`src/cpt_pkg.sv`:
```
// Package: register map, field positions and types of the priority/trap block
package cpt_pkg;

   // ----------------------------------------------------------------------
   // Register byte offsets
   // ----------------------------------------------------------------------
   localparam logic [7:0] CPT_OFF_STATUS = 8'h00;
   localparam logic [7:0] CPT_OFF_CORE = 8'h04;
   localparam logic [7:0] CPT_OFF_SOFT = 8'h08;
   localparam logic [7:0] CPT_OFF_HARD = 8'h0c;
   localparam logic [7:0] CPT_OFF_INTCTL = 8'h10;
   localparam logic [7:0] CPT_OFF_IRQ_STAT = 8'h14;
   localparam logic [7:0] CPT_OFF_IRQ_MASK = 8'h18;

   // ----------------------------------------------------------------------
   // Field positions
   // ----------------------------------------------------------------------
   localparam int CPT_PRIO_LSB = 5;
   localparam int CPT_PRIO_MSB = 7;
   localparam int CPT_TOP_BIT = 3;
   localparam int CPT_VAR_BIT = 15;
   localparam int CPT_NVM_BIT = 8;
   localparam int CPT_LOOP_BIT = 4;
   localparam int CPT_PLL_BIT = 0;
   localparam int CPT_HARD_BIT = 0;
   localparam int CPT_NEST_BIT = 15;
   localparam int CPT_NUM_EVT = 4;

   // ----------------------------------------------------------------------
   // Reset values and constants
   // ----------------------------------------------------------------------
   localparam logic [2:0] CPT_PRIO_RST = 3'h0;
   localparam logic [2:0] CPT_PRIO_MAX = 3'h7;
   localparam logic [15:0] CPT_REG_RST = 16'h0000;
   localparam logic [3:0] CPT_EVT_RST = 4'h0;
   localparam logic [1:0] CPT_HTRANS_NONSEQ = 2'h2;

   // Trap event group: bit 0 nvm, 1 loop, 2 pll, 3 sw hard trap
   typedef struct packed {
      logic sw_hard;
      logic pll;
      logic loop;
      logic nvm;
   } cpt_evt_t;

   // Core-facing status outputs
   typedef struct packed {
      logic [3:0] level;
      logic user_block;
      logic var_latency;
   } cpt_core_t;

endpackage

```
`src/cpt_top.sv`:
```
// Top: CPU priority level, latency select and trap status over AHB-Lite
//
// Our own choices: the register offsets and the AHB-Lite slave port.
`timescale 1ns/1ps
module cpt_top (
   input wire logic CLK_I,
   input wire logic RESET_I,
   input wire logic CE_I,
   input wire logic HSEL_I,
   input wire logic [31:0] HADDR_I,
   input wire logic [1:0] HTRANS_I,
   input wire logic HWRITE_I,
   input wire logic [2:0] HSIZE_I,
   input wire logic [31:0] HWDATA_I,
   input wire logic HREADY_I,
   output logic [31:0] HRDATA_O,
   output logic HREADYOUT_O,
   output logic HRESP_O,
   input wire cpt_pkg::cpt_evt_t TRAP_EVT_I,
   input wire logic PRIO_LOAD_I,
   input wire logic [3:0] PRIO_LEVEL_I,
   output cpt_pkg::cpt_core_t CORE_O,
   output logic IRQ_O
);
   import cpt_pkg::*;

   // ----------------------------------------------------------------------
   // State
   // ----------------------------------------------------------------------
   logic [2:0] prio_low_reg;
   logic prio_top_reg;
   logic var_lat_reg;
   logic nesting_disable_reg;
   logic nvm_flag_reg;
   logic loop_flag_reg;
   logic pll_flag_reg;
   logic sw_hard_flag_reg;
   logic [3:0] irq_stat_reg;
   logic [3:0] irq_mask_reg;
   logic wr_pend_reg;
   logic [7:0] wr_addr_reg;
   logic [31:0] rdata_reg;
   logic [3:0] evt;

   // ----------------------------------------------------------------------
   // Bus slave: single-cycle, zero wait, always OKAY
   // ----------------------------------------------------------------------
   logic acc;
   logic [7:0] a8;
   logic [15:0] wd;
   logic wr_status;
   logic wr_core;
   logic wr_soft;
   logic wr_hard;

   assign acc = HSEL_I && HREADY_I && HTRANS_I[1] && CE_I;
   assign a8 = HADDR_I[7:0];
   assign wd = HWDATA_I[15:0];
   assign wr_status = wr_pend_reg && (wr_addr_reg == CPT_OFF_STATUS);
   assign wr_core = wr_pend_reg && (wr_addr_reg == CPT_OFF_CORE);
   assign wr_soft = wr_pend_reg && (wr_addr_reg == CPT_OFF_SOFT);
   assign wr_hard = wr_pend_reg && (wr_addr_reg == CPT_OFF_HARD);
   assign HREADYOUT_O = 1'b1;
   assign HRESP_O = 1'b0;

   always_ff @(posedge CLK_I or posedge RESET_I) begin
      if (RESET_I) begin
         wr_pend_reg <= 1'b0;
         wr_addr_reg <= 8'h00;
      end else if (CE_I) begin
         wr_pend_reg <= acc && HWRITE_I;
         wr_addr_reg <= a8;
      end
   end

   always_ff @(posedge CLK_I or posedge RESET_I) begin
      if (RESET_I) begin
         rdata_reg <= 32'h0000_0000;
      end else if (CE_I && acc && !HWRITE_I) begin
         case (a8)
            CPT_OFF_STATUS: rdata_reg <= {24'h0, prio_low_reg, 5'h00};
            CPT_OFF_CORE: rdata_reg <= {16'h0, var_lat_reg, 11'h000,
               prio_top_reg, 3'h0};
            CPT_OFF_SOFT: rdata_reg <= {23'h0, nvm_flag_reg, 3'h0,
               loop_flag_reg, 3'h0, pll_flag_reg};
            CPT_OFF_HARD: rdata_reg <= {31'h0, sw_hard_flag_reg};
            CPT_OFF_INTCTL: rdata_reg <= {16'h0, nesting_disable_reg, 15'h0};
            CPT_OFF_IRQ_STAT: rdata_reg <= {28'h0, irq_stat_reg};
            CPT_OFF_IRQ_MASK: rdata_reg <= {28'h0, irq_mask_reg};
            default: rdata_reg <= 32'h0000_0000;
         endcase
      end
   end
   assign HRDATA_O = rdata_reg;

   // ----------------------------------------------------------------------
   // Priority level and core control
   // ----------------------------------------------------------------------
   always_ff @(posedge CLK_I or posedge RESET_I) begin
      if (RESET_I) begin
         nesting_disable_reg <= 1'b0;
         var_lat_reg <= 1'b0;
      end else if (CE_I) begin
         if (wr_pend_reg && wr_addr_reg == CPT_OFF_INTCTL) begin
            nesting_disable_reg <= wd[CPT_NEST_BIT];
         end
         if (wr_core) begin
            var_lat_reg <= wd[CPT_VAR_BIT];
         end
      end
   end

   always_ff @(posedge CLK_I or posedge RESET_I) begin
      if (RESET_I) begin
         prio_low_reg <= CPT_PRIO_RST;
         prio_top_reg <= 1'b0;
      end else if (CE_I) begin
         if (PRIO_LOAD_I) begin
            prio_low_reg <= PRIO_LEVEL_I[2:0];
            prio_top_reg <= PRIO_LEVEL_I[3];
         end else begin
            if (wr_status && !nesting_disable_reg) begin
               prio_low_reg <= wd[CPT_PRIO_MSB:CPT_PRIO_LSB];
            end
            if (wr_core && !wd[CPT_TOP_BIT]) begin
               prio_top_reg <= 1'b0;
            end
         end
      end
   end

   assign CORE_O = {prio_top_reg, prio_low_reg,
      prio_top_reg || (prio_low_reg == CPT_PRIO_MAX),
      var_lat_reg};

   // ----------------------------------------------------------------------
   // Trap flags: set wins over software clear
   // ----------------------------------------------------------------------
   assign evt = {TRAP_EVT_I.sw_hard, TRAP_EVT_I.pll, TRAP_EVT_I.loop,
      TRAP_EVT_I.nvm};

   always_ff @(posedge CLK_I or posedge RESET_I) begin
      if (RESET_I) begin
         nvm_flag_reg <= 1'b0;
         loop_flag_reg <= 1'b0;
         pll_flag_reg <= 1'b0;
         sw_hard_flag_reg <= 1'b0;
      end else if (CE_I) begin
         nvm_flag_reg <= evt[0] ||
            (nvm_flag_reg && !(wr_soft && !wd[CPT_NVM_BIT]));
         loop_flag_reg <= evt[1] ||
            (loop_flag_reg && !(wr_soft && !wd[CPT_LOOP_BIT]));
         pll_flag_reg <= evt[2] ||
            (pll_flag_reg && !(wr_soft && !wd[CPT_PLL_BIT]));
         sw_hard_flag_reg <= evt[3] ||
            (sw_hard_flag_reg && !(wr_hard && !wd[CPT_HARD_BIT]));
      end
   end

   // ----------------------------------------------------------------------
   // Interrupt status (write one to clear) and mask
   // ----------------------------------------------------------------------
   genvar gi;
   generate
      for (gi = 0; gi < CPT_NUM_EVT; gi++) begin : g_irq
         always_ff @(posedge CLK_I or posedge RESET_I) begin
            if (RESET_I) begin
               irq_stat_reg[gi] <= 1'b0;
            end else if (CE_I) begin
               if (evt[gi]) begin
                  irq_stat_reg[gi] <= 1'b1;
               end else if (wr_pend_reg && wr_addr_reg == CPT_OFF_IRQ_STAT &&
                  wd[gi]) begin
                  irq_stat_reg[gi] <= 1'b0;
               end
            end
         end
      end
   endgenerate

   always_ff @(posedge CLK_I or posedge RESET_I) begin
      if (RESET_I) begin
         irq_mask_reg <= CPT_EVT_RST;
      end else if (CE_I && wr_pend_reg && wr_addr_reg == CPT_OFF_IRQ_MASK) begin
         irq_mask_reg <= wd[3:0];
      end
   end

   assign IRQ_O = |(irq_stat_reg & irq_mask_reg);
endmodule

```
`config.mk`:
```
export PLATFORM = sky130hd
export DESIGN_NAME = cpt_top
export DESIGN_NICKNAME = d
export VERILOG_FILES = /design/src/cpt_pkg.sv /design/src/cpt_top.sv
export SDC_FILE = /design/constraint.sdc
export NUM_CORES = 1
export LEC_CHECK = 0
export BUFFER_PORTS_ARGS = -buffer_cell sky130_fd_sc_hd__clkbuf_2
export CAP_MARGIN = 20
export CORE_MARGIN = 1.5
export CORE_UTILIZATION = 39
export DETAILED_ROUTE_END_ITERATION = 7
export PLACE_DENSITY_LB_ADDON = 0.15
export SLEW_MARGIN = 20
export SYNTH_ARGS = -nofsm -noshare
export SYNTH_HDL_FRONTEND = slang
export SYNTH_SLANG_ARGS = --single-unit
```
`constraint.sdc`:
```
create_clock -name CLK_I -period 1.69 [get_ports CLK_I]
set_clock_uncertainty 0.2 [all_clocks]
set_input_delay 0.0845 -clock CLK_I [delete_from_list [all_inputs] [get_ports CLK_I]]
set_output_delay 0.0845 -clock CLK_I [all_outputs]
set_load 0.05 [all_outputs]
```
==> flow_metrics.tcl <==
set metrics [dict create \
    maxSlewViolCount 0 \
    drv_cap 0 \
    ys_async_sr_fraction_pct 100 \
    syn_area_sq_mm 0.00199 \
    ys_seq_elements 37 \
    yosysMostFrequentCell "dfrtp_1" \
    clock-sinks 37 \
    ys_warn_count 0 \
    pin_count 125 \
    clock_latency_ps 290 \
    dieArea_sq_mm 0.00554 \
    critPathCaptureType "flop" \
    fillCellCount 445 \
    antenna_cells 0 \
    cts_buffers 5 \
    firstDrtPassIters 4 \
    period_minus_slack_ps 1850 \
    place_inst 309 \
    hold_path_class "in2reg" \
    hold_viol_final 0 \
    powerDensity_mw_per_mm2 769 \
    largest_reg_flops 10 \
    drt-initial-drc-count 54 \
    worst_hold_slack_ps 19.8 \
    final_layout_size_suffix_gt1_share_pct 41.3 \
    cp.required_ps 1670 \
    grt_pass1_wl_um 7570 \
    htree_levels 2 \
    fin_ws_ps -160 \
    vias 1647 \
    dieHeight_um 74.4 \
    fin_cells 350 \
    post_drt_via_cell_ratio 4.71 \
    post-route-util_pct 58.6 \
    grt_pass1_vias 1571 \
    start_util_pct 41.3 \
    clkTransAtPathRegs_ps 70 \
    area_delta_synth_final_pct 41.9 \
    dp_slack_ps -174 \
    rr_worst_depth 4 \
    path_class "reg2reg" \
    stdcell_area_sq_mm 0.00282 \
    drc 0 \
    violations "negative setup slack" \
    clockBufferDepth 2 \
    cp.arrival_ps 1830 \
    wirelength_um 4750 \
    netlist.area_leader.share_pct 46.5 \
    p_leak_uw 0.00131 \
    root_buffer "clkbuf_8" \
    placed_area_sq_mm 0.00232 \
    synth-seq-area-share_pct 46.5 \
    ant_nets 0 \
    ys.flop_type "dfrtp_1" \
    place_congestion 0.727 \
    track_usage_pct 18.5 \
    crit_path_start_kind "flop" \
    cts_tree "done" \
    avgSynthCellArea_sq_um 10.6 \
    ir_drop_mv 0.421 \
    synth_cells 188 \
    yosysUniqueCellTypes 37 \
    synth_area_leader_cell "dfrtp_1" \
    antenna_found_initial 0 \
    num_rows 25 \
    grt_max_degree 38 \
    synth_edf_count 0 \
    setup_violations 15 \
    synthTopCellsByCount "37 x dfrtp_1, 33 x nand2_1, 26 x buf_4" \
    overflow 0 \
    die_w_um 74.4 \
    post-route-period-util_pct 109 \
    dp_hpwl_um 3330 \
    core_area_sq_mm 0.00482 \
    crit_fanout 3 \
    io_buffers 50 \
    worstHoldPathCells 2 \
    synth_area_leaders "dfrtp_1 47%, mux2_2 12%, buf_4 9.8%" \
    final_nets 366 \
    rsz0062_at_grt "yes" \
    status "finished, violations left" \
    timing.fmax_ghz 0.541 \
    wl_per_cell_um 13.6 \
]
-- worst paths after layout --
check                                from         endpoint  slack, ps
min in group asynchronous         RESET_I      HRDATA_O[5]        220
max reg2reg                wr_addr_reg[5]  prio_low_reg[2]       -160
max                        wr_addr_reg[5]  prio_low_reg[2]       -160
min reg2reg                   HRDATA_O[5]      HRDATA_O[5]        270
min                            HADDR_I[2]   wr_addr_reg[2]         20
max in group asynchronous         RESET_I      HRDATA_O[3]        740
-- critical path, stage by stage, from the launching register on --
cell	delay [ps]
dfrtp_1	410
nor4b_4	320
nand2_2	120
o31ai_4	310
mux2_2	370
-- layout make-up --
cell class	instances	area [sq um]	share of cell area, %
flip-flops and latches	37	926	32.8
well taps	67	83.8	2.97
multi-input cells	140	1030	36.5
clock buffers	7	96.3	3.41
inverters	2	7.51	0.266
clock inverters	1	5.00	0.177
repair buffers	96	676	23.9
-- stage by stage --
| step | setup TNS [ps] | total power [uW] |
|---|---|---|
| after detailed placement | -1920 | 1420 |
| after floorplan | -745 | 1340 |
| final | -1540 | 2170 |
| after global placement | -1450 | 1420 |
| after CTS | -1600 | 2170 |
| after global routing | -2490 | 2270 |
-- per-layer routing --
layer,global-route usage (%),up-vias,part of all wire [%]
li1,-,803,-
met1,24.0,782,45
met2,30.6,51,49
met3,4.74,11,4.1
met4,5.45,0,1.5
met5,0,-,0
-- where the power goes --
group / internal, uW / switching [uW]
logic: 193 / 334
registers: 923 / 40.9
clock network: 369 / 310
-- cell families (layout without fill, tap and decap cells) --
| group | Yosys count | after routing | share of synthesized area, % |
|---|---|---|---|
| AND/OR/NAND/NOR | 66 | 66 | 18.9 |
| buffers and inverters | 33 | 106 | 11.1 |
| AO/OA/AOI/OAI | 28 | 28 | 10.6 |
| other | 2 | 24 | 0.377 |
| flip-flops | 37 | 37 | 46.5 |
| multiplexers | 22 | 22 | 12.4 |
-- layout by cell type, fill, tap and decap left out, types with 3 or more instances in the layout --
cell type and n:
buf_4 15, nor2b_1 3, o21ai_0 5, o31ai_1 3, conb_1 24, mux2_4 7
nand3_1 7, nand2_2 4, nand2_1 30, dfrtp_1 37, a22oi_1 4, clkbuf_8 7
a22o_1 6, mux2_2 14, clkbuf_2 50, dlygate4sd3_1 29, nor2_4 3
-- timing repair --
item | CTS | global route
pin swaps | 13 | 4
buffers inserted | 3 | 1
endpoints found under the setup margin | 16 | 19
resized for setup | 11 | 13
gates cloned | 0 | 0
hold endpoints to repair | 69 | 0
hold buffers | 29 | 0
Note: power is estimated with default switching activity, not from simulation.
